--- src/core/wdw_pkg.sv ---
// Purpose: Shared constants and types for the watchdog and wake-up block
// Assumes: Register port with one-cycle read latency, 100 MHz system clock
// Notes:   Register offsets are local choices
`default_nettype none
package wdw_pkg;
    localparam logic [3:0] ADDR_WDT_CTRL    = 4'h0;
    localparam logic [3:0] ADDR_RST_CAUSE   = 4'h1;
    localparam logic [3:0] ADDR_STATUS      = 4'h2;
    localparam logic [3:0] ADDR_PA_WAKE     = 4'h3;
    localparam logic [3:0] ADDR_INT_CTRL    = 4'h4;
    localparam logic [7:0] WDT_CTRL_RESET   = 8'h53;
    localparam logic [4:0] KEY_A            = 5'h0a;
    localparam logic [4:0] KEY_B            = 5'h15;
    localparam int         KEY_LSB          = 3;
    localparam int         SOFT_FLAG_BIT    = 0;
    localparam int         UV_FLAG_BIT      = 2;
    localparam int         CNT_W            = 19;
    localparam int         SRESET_NS        = 100;
    localparam int         CLK_PERIOD_NS    = 10;
    localparam int         SRESET_CYC       = (SRESET_NS + CLK_PERIOD_NS - 1) / CLK_PERIOD_NS;
    localparam logic [3:0] SRESET_CYC_W     = 4'(SRESET_CYC);
    localparam logic [7:0] PA_WAKE_RESET    = 8'h00;

    typedef enum logic [1:0] {
        WDW_RUN   = 2'b00,
        WDW_HALT  = 2'b01,
        WDW_SRST  = 2'b10
    } wdw_mode_type;

    typedef struct packed {
        logic       wr;
        logic       rd;
        logic [3:0] addr;
        logic [7:0] wdata;
    } wdw_bus_type;

    typedef struct packed {
        wdw_mode_type     mode;
        logic [7:0]       ctrl;
        logic             soft_flag;
        logic             uv_flag;
        logic             timeout_flag;
        logic             powerdown_flag;
        logic [7:0]       pa_wake_en;
        logic [7:0]       pa_prev;
        logic [CNT_W-1:0] count;
        logic             tick_prev;
        logic [3:0]       srst_cnt;
        logic             full_reset;
        logic             core_reset;
        logic             wake;
        logic             service_int;
        logic [7:0]       int_pending_at_halt;
        logic [7:0]       rdata;
    } wdw_state_type;
endpackage : wdw_pkg
`default_nettype wire

--- src/core/wdw_watchdog.sv ---
// Purpose: Watchdog timer, guard key reset, halt and wake-up control
// Assumes: slow_osc_in is the slow oscillator sampled as a level on clk_in
// Notes:   One struct holds all state; one comb fills it, one ff stores it
//
// Operation
// RULE_01: Counter advances on each rising edge of the slow oscillator.
// RULE_02: Timeout select codes 000..110 pick 2^8..2^17 slow clocks.
// RULE_03: Ratios span 2^8 to 2^18, the latter the longest.
// RULE_04: Code 111 selects the 2^18 ratio.
// RULE_05: Guard key 01010 or 10101 keeps the watchdog enabled.
// RULE_06: Any other guard key resets the device after a fixed delay.
// RULE_07: An invalid-key reset sets the soft reset cause flag.
// RULE_08: Only a software write of zero clears the soft reset flag. The code also clears it on rst_in.
// RULE_09: Power-on loads guard key 01010, watchdog enabled.
// RULE_10: Overflow while running gives full reset and sets timeout flag.
// RULE_11: Overflow while halted sets timeout flag, resets PC/SP, wakes.
// RULE_12: Invalid key, clear instruction or halt clear the counter.
// RULE_13: Software clears the watchdog before timeout elapses.
// RULE_14: Halt enters idle or sleep and sets power-down flag.
// RULE_15: Power-up or clear instruction clears power-down flag.
// RULE_16: Port A falling edge, interrupt, or overflow end halt.
// RULE_17: Each Port A pin has a wake enable; wake resumes after halt.
// RULE_18: Disabled or stack-full interrupt wake resumes without service.
// RULE_19: Enabled interrupt with stack room is serviced at once.
// RULE_20: Request pending at halt entry does not wake the device.
// RULE_21: Watchdog keeps counting while halted.
// RULE_22: Overflow flags when count reaches the selected power of two.
//
// Our own choices: the register offsets and the plain strobed port.
`default_nettype none
module wdw_watchdog (
    input  wire logic       clk_in,
    input  wire logic       rst_in,
    input  wire logic       slow_osc_in,
    input  wire logic       reg_wr_in,
    input  wire logic       reg_rd_in,
    input  wire logic [3:0] reg_addr_in,
    input  wire logic [7:0] reg_wdata_in,
    output logic      [7:0] reg_rdata_out,
    input  wire logic       clear_watchdog_instr_in,
    input  wire logic       halt_in,
    input  wire logic [7:0] porta_in,
    input  wire logic [7:0] int_req_in,
    input  wire logic [7:0] int_en_in,
    input  wire logic       stack_full_in,
    input  wire logic       undervoltage_in,
    output logic            halted_out,
    output logic            wake_out,
    output logic            service_int_out,
    output logic            core_reset_out,
    output logic            full_reset_out
);
    wdw_pkg::wdw_state_type st_reg;
    wdw_pkg::wdw_state_type st_next;
    wdw_pkg::wdw_bus_type   bus;

    assign bus = '{wr: reg_wr_in, rd: reg_rd_in, addr: reg_addr_in, wdata: reg_wdata_in};

    function automatic logic key_ok(input logic [4:0] key);
        key_ok = (key == wdw_pkg::KEY_A) || (key == wdw_pkg::KEY_B); // RULE_05
    endfunction : key_ok

    // Bit index of the selected overflow count
    function automatic logic [4:0] sel_bit(input logic [2:0] sel);
        unique case (sel)
            3'h0: sel_bit = 5'h08; // RULE_02
            3'h1: sel_bit = 5'h0a;
            3'h2: sel_bit = 5'h0c;
            3'h3: sel_bit = 5'h0e;
            3'h4: sel_bit = 5'h0f;
            3'h5: sel_bit = 5'h10;
            3'h6: sel_bit = 5'h11;
            3'h7: sel_bit = 5'h12; // RULE_03 RULE_04
        endcase
    endfunction : sel_bit

    logic       tick;
    logic       overflow;
    logic [7:0] wake_ints;
    logic [7:0] pa_fall;
    logic [4:0] key_now;

    assign key_now  = st_reg.ctrl[7:wdw_pkg::KEY_LSB];
    assign tick     = slow_osc_in && !st_reg.tick_prev; // RULE_01
    assign overflow = st_reg.count[sel_bit(st_reg.ctrl[2:0])]; // RULE_22
    assign pa_fall  = st_reg.pa_prev & ~porta_in & st_reg.pa_wake_en; // RULE_17
    assign wake_ints = int_req_in & ~st_reg.int_pending_at_halt; // RULE_20

    always_comb begin
        st_next             = st_reg;
        st_next.tick_prev   = slow_osc_in;
        st_next.pa_prev     = porta_in;
        st_next.full_reset  = 1'b0;
        st_next.core_reset  = 1'b0;
        st_next.wake        = 1'b0;
        st_next.service_int = 1'b0;
        st_next.rdata       = 8'h00;
        st_next.uv_flag     = st_reg.uv_flag | undervoltage_in;

        // Counter runs in run and halt modes; the reset delay state holds it clear
        if (tick) begin
            st_next.count = st_reg.count + 1'b1; // RULE_21
        end

        if (bus.rd) begin
            unique case (bus.addr)
                wdw_pkg::ADDR_WDT_CTRL:  st_next.rdata = st_reg.ctrl;
                wdw_pkg::ADDR_RST_CAUSE: st_next.rdata = {5'h00, st_reg.uv_flag, 1'b0,
                                                          st_reg.soft_flag};
                wdw_pkg::ADDR_STATUS:    st_next.rdata = {6'h00, st_reg.timeout_flag,
                                                          st_reg.powerdown_flag};
                wdw_pkg::ADDR_PA_WAKE:   st_next.rdata = st_reg.pa_wake_en;
                default:                 st_next.rdata = 8'h00;
            endcase
        end
        if (bus.wr) begin
            unique case (bus.addr)
                wdw_pkg::ADDR_WDT_CTRL:  st_next.ctrl = bus.wdata;
                wdw_pkg::ADDR_RST_CAUSE: begin
                    if (!bus.wdata[wdw_pkg::SOFT_FLAG_BIT]) begin
                        st_next.soft_flag = 1'b0; // RULE_08
                    end
                    if (!bus.wdata[wdw_pkg::UV_FLAG_BIT]) begin
                        st_next.uv_flag = undervoltage_in;
                    end
                end
                wdw_pkg::ADDR_PA_WAKE:   st_next.pa_wake_en = bus.wdata;
                default: ;
            endcase
        end

        unique case (st_reg.mode)
            wdw_pkg::WDW_RUN: begin
                if (!key_ok(key_now)) begin
                    st_next.mode     = wdw_pkg::WDW_SRST; // RULE_06
                    st_next.srst_cnt = 4'h0;
                    st_next.count    = '0; // RULE_12
                end else if (halt_in) begin
                    st_next.mode                = wdw_pkg::WDW_HALT; // RULE_14
                    st_next.powerdown_flag      = 1'b1;
                    st_next.timeout_flag        = 1'b0;
                    st_next.count               = '0; // RULE_12
                    st_next.int_pending_at_halt = int_req_in;
                end else if (clear_watchdog_instr_in) begin
                    st_next.count          = '0; // RULE_12 RULE_13
                    st_next.powerdown_flag = 1'b0; // RULE_15
                    st_next.timeout_flag   = 1'b0;
                end else if (overflow) begin
                    // Full reset: control back to power-on value, cause flags kept
                    st_next.full_reset     = 1'b1; // RULE_10
                    st_next.timeout_flag   = 1'b1;
                    st_next.powerdown_flag = 1'b0;
                    st_next.count          = '0;
                    st_next.ctrl           = wdw_pkg::WDT_CTRL_RESET;
                    st_next.pa_wake_en     = wdw_pkg::PA_WAKE_RESET;
                end
            end
            wdw_pkg::WDW_HALT: begin
                if (!key_ok(key_now)) begin
                    st_next.mode     = wdw_pkg::WDW_SRST;
                    st_next.srst_cnt = 4'h0;
                    st_next.count    = '0;
                end else if (overflow) begin
                    st_next.mode         = wdw_pkg::WDW_RUN; // RULE_11 RULE_16
                    st_next.timeout_flag = 1'b1;
                    st_next.core_reset   = 1'b1;
                    st_next.wake         = 1'b1;
                    st_next.count        = '0;
                end else if ((|pa_fall) || (|wake_ints)) begin
                    st_next.mode        = wdw_pkg::WDW_RUN; // RULE_16 RULE_17
                    st_next.wake        = 1'b1; // RULE_18
                    st_next.service_int = |(wake_ints & int_en_in) && !stack_full_in; // RULE_19
                end
            end
            wdw_pkg::WDW_SRST: begin
                // Hold the counter clear while the reset delay runs out
                st_next.count    = '0;
                st_next.srst_cnt = st_reg.srst_cnt + 1'b1;
                if (st_reg.srst_cnt == wdw_pkg::SRESET_CYC_W - 4'h1) begin
                    st_next.mode           = wdw_pkg::WDW_RUN;
                    st_next.full_reset     = 1'b1; // RULE_06
                    st_next.soft_flag      = 1'b1; // RULE_07
                    st_next.ctrl           = wdw_pkg::WDT_CTRL_RESET;
                    st_next.pa_wake_en     = wdw_pkg::PA_WAKE_RESET;
                    st_next.timeout_flag   = 1'b0;
                    st_next.powerdown_flag = 1'b0;
                    st_next.srst_cnt       = 4'h0;
                end
            end
            default: st_next.mode = wdw_pkg::WDW_RUN;
        endcase
    end

    always_ff @(posedge clk_in) begin
        if (rst_in) begin
            st_reg                     <= '0;
            st_reg.mode                <= wdw_pkg::WDW_RUN;
            st_reg.ctrl                <= wdw_pkg::WDT_CTRL_RESET; // RULE_09
            st_reg.pa_wake_en          <= wdw_pkg::PA_WAKE_RESET;
            st_reg.powerdown_flag      <= 1'b0; // RULE_15
        end else begin
            st_reg <= st_next;
        end
    end

    assign reg_rdata_out   = st_reg.rdata;
    assign halted_out      = (st_reg.mode == wdw_pkg::WDW_HALT);
    assign wake_out        = st_reg.wake;
    assign service_int_out = st_reg.service_int;
    assign core_reset_out  = st_reg.core_reset;
    assign full_reset_out  = st_reg.full_reset;
endmodule : wdw_watchdog
`default_nettype wire

--- config.mk ---
export PLATFORM = sky130hd
export DESIGN_NAME = wdw_watchdog
export DESIGN_NICKNAME = d
export VERILOG_FILES = /design/src/core/wdw_pkg.sv /design/src/core/wdw_watchdog.sv
export SDC_FILE = /design/constraint.sdc
export NUM_CORES = 1
export LEC_CHECK = 0
export BUFFER_PORTS_ARGS = -buffer_cell sky130_fd_sc_hd__buf_2
export CAP_MARGIN = 10
export CORE_MARGIN = 2
export CORE_UTILIZATION = 61
export CTS_CLUSTER_SIZE = 14
export DETAILED_ROUTE_END_ITERATION = 10
export PLACE_DENSITY = 0.92
export SYNTH_ARGS = -nofsm -noshare
export SYNTH_HDL_FRONTEND = slang
export SYNTH_SLANG_ARGS = --single-unit
--- constraint.sdc ---
create_clock -name clk_in -period 5.7 [get_ports clk_in]
set_input_delay 0.285 -clock clk_in [delete_from_list [all_inputs] [get_ports clk_in]]
set_output_delay 0.285 -clock clk_in [all_outputs]
set_load 0.02 [all_outputs]
==> results_dict.tcl, run 1 <==
set metrics [dict create \
    status "complete, no violations" \
    cts_tree "done" \
    grtUsageTotal_pct 25.6 \
    yosys-top-cells-area "dfxtp_1, mux2i_1, nor2_1" \
    synth.most_common_cell "dfxtp_1" \
    yosys_register_bits 79 \
    clock_skew_ps 9.37 \
    gp_congestion 0.870 \
    fin_area_mm2 0.00415 \
    avgSynthCellArea_um2 9.24 \
    htreeDepth 3 \
    nFillCells 421 \
    synth_edf_count 0 \
    endpoint_kind "flip-flop" \
    finalPower_mw 1.20 \
    ys_top_cells_by_count "dfxtp_1, nor2_1, mux2i_1, nand2_1, nor2b_1" \
    seq_area_mm2 0.00158 \
    drive_above_1_share_pct 19.3 \
    cts.sinks 79 \
    cts_buffer_depth 2 \
    core_mm2 0.00585 \
    synth_top_area_share_pct 43.1 \
    slew_headroom_pct 59.7 \
    root_buffer "clkbuf_8" \
    post-place-cells 509 \
    multi_input_area_mm2 0.00191 \
    netlist_instances 397 \
    wl_um 7820 \
    clk_latency_ps 360 \
    critical_path_class "reg -> reg" \
    fin_ws_ps 2850 \
    synth_cell_type_count 50 \
    antenna_found_initial 0 \
    grt_pass1_wl_um 12900 \
    drc_errors 0 \
    clk_pin_slew_ps 80 \
    largest_register_ffs 57 \
    hold_buffers 0 \
    syn_to_final_growth_pct 13.1 \
    netlist_area_mm2 0.00367 \
    vias_per_cell 5.69 \
    rows 28 \
    maxSlewViolCount 0 \
    synth_ff_type "dfxtp_1" \
    io_pins 58 \
    dieWidth_um 81.6 \
    placed_cell_area_mm2 0.00392 \
    dieArea_mm2 0.00665 \
    floorplan.initialDensity_pct 62.7 \
    vdd_drop_max_v 0.000162 \
    period_share_pct 50.1 \
    grt_overflow 0 \
    dpl.hpwl_um 5610 \
    async_flop_share_pct 0 \
    crit_arrival_ps 3150 \
    syn_nets 451 \
    crit_path_max_fanout 11 \
    setup_violations 0 \
    diodes 0 \
    tns_ps 0 \
    period_needed_ps 2850 \
    wl_per_cell_um 14.9 \
    maxCapViolations 0 \
    pre_cts_ws_ps 2890 \
    max_freq_ghz 0.350 \
    critPathLaunchType "flip-flop" \
    fin_nets 499 \
    grt_setup_unrepaired "no" \
    grt_pass1_vias 2945 \
    ant_nets 0 \
    stdcell_count 525 \
    cts_setup_buffers 0 \
    leakage_nw 1.85 \
    grt_max_degree 32 \
    cts_resized 0 \
    critPathRequiredTime_ps 5990 \
    reg2reg_slack_ps 2850 \
    yosys.area.top_type "dfxtp_1" \
    hold_viol_final 0 \
    seq_area_frac_synth_pct 43.1 \
    vias 2987 \
    hp-class "in -> reg" \
    power.density_mw_per_mm2 288 \
    worst_pin_slew_ps 604 \
    drt_first_pass_iters 5 \
    yosysWarningCount 0 \
    final_util_pct 70.9 \
    fp.dieH_um 81.6 \
    numPortBuffers 57 \
    whs_ps 143 \
    drt_iter0_markers 133 \
    numCtsBuffers 9 \
]
==> per-layer routing <==
layer / vias up / part of all wire (%) / global-route usage (%)
met5: - / 0 / 0
met4: 0 / 3.2 / 13.4
met3: 22 / 5.5 / 6.15
met2: 106 / 49 / 43.1
met1: 1387 / 43 / 30.1
li1: 1472 / - / -
==> cell type report <==
cell class,count,area share (%)
clock buffers,10,3.32
clock inverters,6,2.17
well taps,75,2.26
repair buffers,58,7.05
multi-input cells,286,46.1
inverters,11,0.995
flip-flops and latches,79,38.1
==> cell usage in the layout, fill, tap and decap left out, types with 2 or more instances in the layout <==
master and count:
a211o_2 2, o21ai_0 7, o221a_2 2, a21oi_1 12, and2_1 3, clkbuf_8 10
nand4b_1 3, nand2b_1 2, a21boi_0 2, dfxtp_1 79, inv_6 2, inv_1 10
nor4_1 3, mux2i_1 37, nand3b_1 10, mux4_2 2, nor3_1 7, xnor2_1 6
xor2_1 12, a31oi_1 2, mux2_2 2, bufinv_16 2, and3_1 5, nand3_1 10
nor2_1 66, nand2_1 24, nor2b_1 21, ha_1 9, nand4_1 9, a22oi_1 10
buf_2 57
==> logic make-up (layout without fill, tap and decap cells) <==
group           count (synthesis)  in the layout  share of synthesized area, %
compound gates                 43             43                          8.01
xor+xnor                       18             18                          4.30
fa+ha+maj                       9              9                          3.07
buf+inv                        32             85                          4.74
flops                          79             79                          43.1
mux                            42             42                          12.7
simple gates                  174            174                          24.1
==> critical path: stages, from the launching register on <==
cell       delay (ps)
dfxtp_1           550
mux4_2            550
a2bb2oi_1         140
and4b_1           200
or3_4             430
a31oi_1           340
ha_1              300
nor2b_1           120
mux2i_1           140
==> report_power, final <==
part	total (mW)	leakage (nW)	internal, mW	switching (mW)
sequential	0.582	0.642	0.570	0.0115
clock	0.473	0.113	0.261	0.212
combinational	0.142	1.09	0.0609	0.0812
==> path summary, 6_finish.rpt <==
kind | start | to | depth (start not counted)
min reg2reg | st_reg[8] | st_reg[8] | 2
max | flip-flop | flip-flop | 8
max reg2reg | flip-flop | flip-flop | 8
min | slow_osc_in | st_reg[24] | 2
Note: power is estimated with default switching activity, not from simulation.
==> run 2: changes to the inputs <==
Settings changed: CORE_UTILIZATION 61 to 51, PLACE_DENSITY 0.92 to 0.83.
Clock period 5.7 ns to 2.6 ns, I/O delays scaled along.
==> run 2 against run 1 <==
Clock-buffer cell count is the same. Clock skew rose by 5.4 ps. Combinational power is 130% higher. Die area increased by 19%. Utilization fell by 8.7 points. Via count is 1.8% higher.
==> results_dict.tcl, run 2 (synthesized netlist as in run 1, its figures left out) <==
set metrics [dict create \
    pwr-share-comb_pct 13.2 \
    rows 30 \
    pwr-share-clk_pct 34.8 \
    cts.sinks 79 \
    grt_setup_unrepaired "yes" \
    syn_to_final_growth_pct 16.5 \
    worst_pin_slew_ps 585 \
    clk_latency_ps 350 \
    wl_per_cell_um 13.6 \
    status "complete, no violations" \
    swShare_pct 27.3 \
    crit_arrival_ps 2790 \
    gp_congestion 0.872 \
    worstPathCellList "mux4_2, a2bb2oi_1, and4b_1, or3_4, a31oi_1, ha_1, nor2b_1, mux2i_1" \
    numCtsBuffers 9 \
    grtUsageTotal_pct 20.7 \
    cts_tree "done" \
    mostFrequentLayoutCells "dfxtp_1, nor2_1, buf_2" \
    critPathRequiredTime_ps 2880 \
    vias 3040 \
    cts_setup_buffers 0 \
    drive_above_1_share_pct 21.5 \
    p_sw_uw 669 \
    io_pins 58 \
    grt_pass1_wl_um 12800 \
    critPathLaunchType "flip-flop" \
    critPathMaxStageDelay_ps 500 \
    layout_commonest_cell "dfxtp_1" \
    wl_um 7620 \
    cts_buffer_depth 2 \
    floorplan.initialDensity_pct 53.4 \
    largest_register_ffs 57 \
    final_util_pct 62.2 \
    cp_num_buf_inv 0 \
    grt_overflow 0 \
    diodes 0 \
    root_buffer "clkbuf_8" \
    grt_max_degree 32 \
    maxSlewViolCount 0 \
    vdd_drop_max_v 0.000438 \
    dieArea_mm2 0.00789 \
    critPathSlowestCell "mux4_2" \
    crit_family "simple AND/OR/NAND/NOR gates" \
    leakage_nw 1.89 \
    seq_power_share_pct 52.1 \
    antenna_found_initial 0 \
    p_int_mw 1.78 \
    drc_errors 0 \
    dieWidth_um 88.8 \
    fp.dieH_um 88.8 \
    dpl.hpwl_um 5570 \
    crit_path_max_fanout 11 \
    core_mm2 0.00687 \
    hold_viol_final 0 \
    worstHoldPathCells 2 \
    setup_violations 0 \
    pre_cts_ws_ps 49.1 \
    max_freq_ghz 0.399 \
    period_share_pct 96.3 \
    maxCapViolations 0 \
    fin_nets 514 \
    drt_iter0_markers 159 \
    numPortBuffers 57 \
    hp-class "in -> reg" \
    ant_nets 0 \
    drt_first_pass_iters 5 \
    hold_path.startpoint "porta_in[4]" \
    grt_pass1_vias 2922 \
    clk_pin_slew_ps 90 \
    htreeDepth 3 \
    endpoint_kind "flip-flop" \
    reg2regPathDepth 8 \
    vias_per_cell 5.42 \
    period_needed_ps 2500 \
    power.density_mw_per_mm2 573 \
    critical_path_class "reg -> reg" \
    fin_ws_ps 95.2 \
    clock_skew_ps 14.7 \
    crit_cells 8 \
    slew_headroom_pct 60.9 \
]
==> run 2: cell count changes in the layout (fill, tap and decap cells not counted), sizes merged <==
| cell | delta |
|---|---|
| buf | +10 |
| clkinv | +2 |
| dlygate4sd3 | +5 |
| bufinv | -2 |
==> run 2: area by class of cell <==
type / instances / area, um^2
multi-input combinational: 286 / 1920
tap: 96 / 120
inverter: 11 / 41.3
timing repair buffer: 73 / 418
clock buffer: 10 / 138
fill: 599 / 2590
sequential: 79 / 1580
clock inverter: 6 / 51.3
==> run 2: worst register-to-register path, delay by kind of cell, from the launching register on <==
family                   cells  cell delay, ps
flip-flops                   1             380
AO/OA/AOI/OAI                2             350
AND/OR/NAND/NOR              3             770
multiplexers                 2             660
adder cells (fa/ha/maj)      1             270
==> run 2: metrics by stage <==
step,cells,setup TNS [ps],cell area [um^2],power (mW),hold WS (ps)
2_1_floorplan,397,0,3670,1.51,258
3_3_place_gp,540,0,4020,1.60,352
3_5_place_dp,540,0,4020,1.61,357
4_1_cts,560,0,4250,2.46,1.41
5_1_grt,561,-23.1,4270,2.55,17.6
6_report,561,0,4270,2.45,2.21
==> run 2: timing repair <==
action | 4_1_cts | 5_1_grt
endpoints found under the hold margin | 4 | 1
setup endpoints to repair | 0 | 2
resized for setup | 0 | 3
hold buffers | 4 | 1
==> run 2: routing by layer <==
metal  global-route usage (%)  share of wire, %  up-vias
met5                        0                 0        -
met4                     6.34               1.6        0
met1                     25.6                44     1433
met2                     36.2                49       95
li1                         -                 -     1499
met3                     4.48               5.6       13
==> run 2: final timing paths <==
kind / endpoint / slack, ps
worst max-delay path: flip-flop / 100
worst min-delay path: st_reg[48] / 2
worst max register to register: flip-flop / 100
worst min register to register: st_reg[62] / 490
==> run 2: power groups by stage <==
| stage | logic [mW] | clock network (mW) | registers [mW] |
|---|---|---|---|
| floorplan | 0.214 | 0 | 1.30 |
| global placement | 0.304 | 0 | 1.30 |
| detailed placement | 0.311 | 0 | 1.30 |
| CTS | 0.318 | 0.870 | 1.27 |
| global route | 0.357 | 0.911 | 1.28 |
| finish | 0.322 | 0.851 | 1.27 |
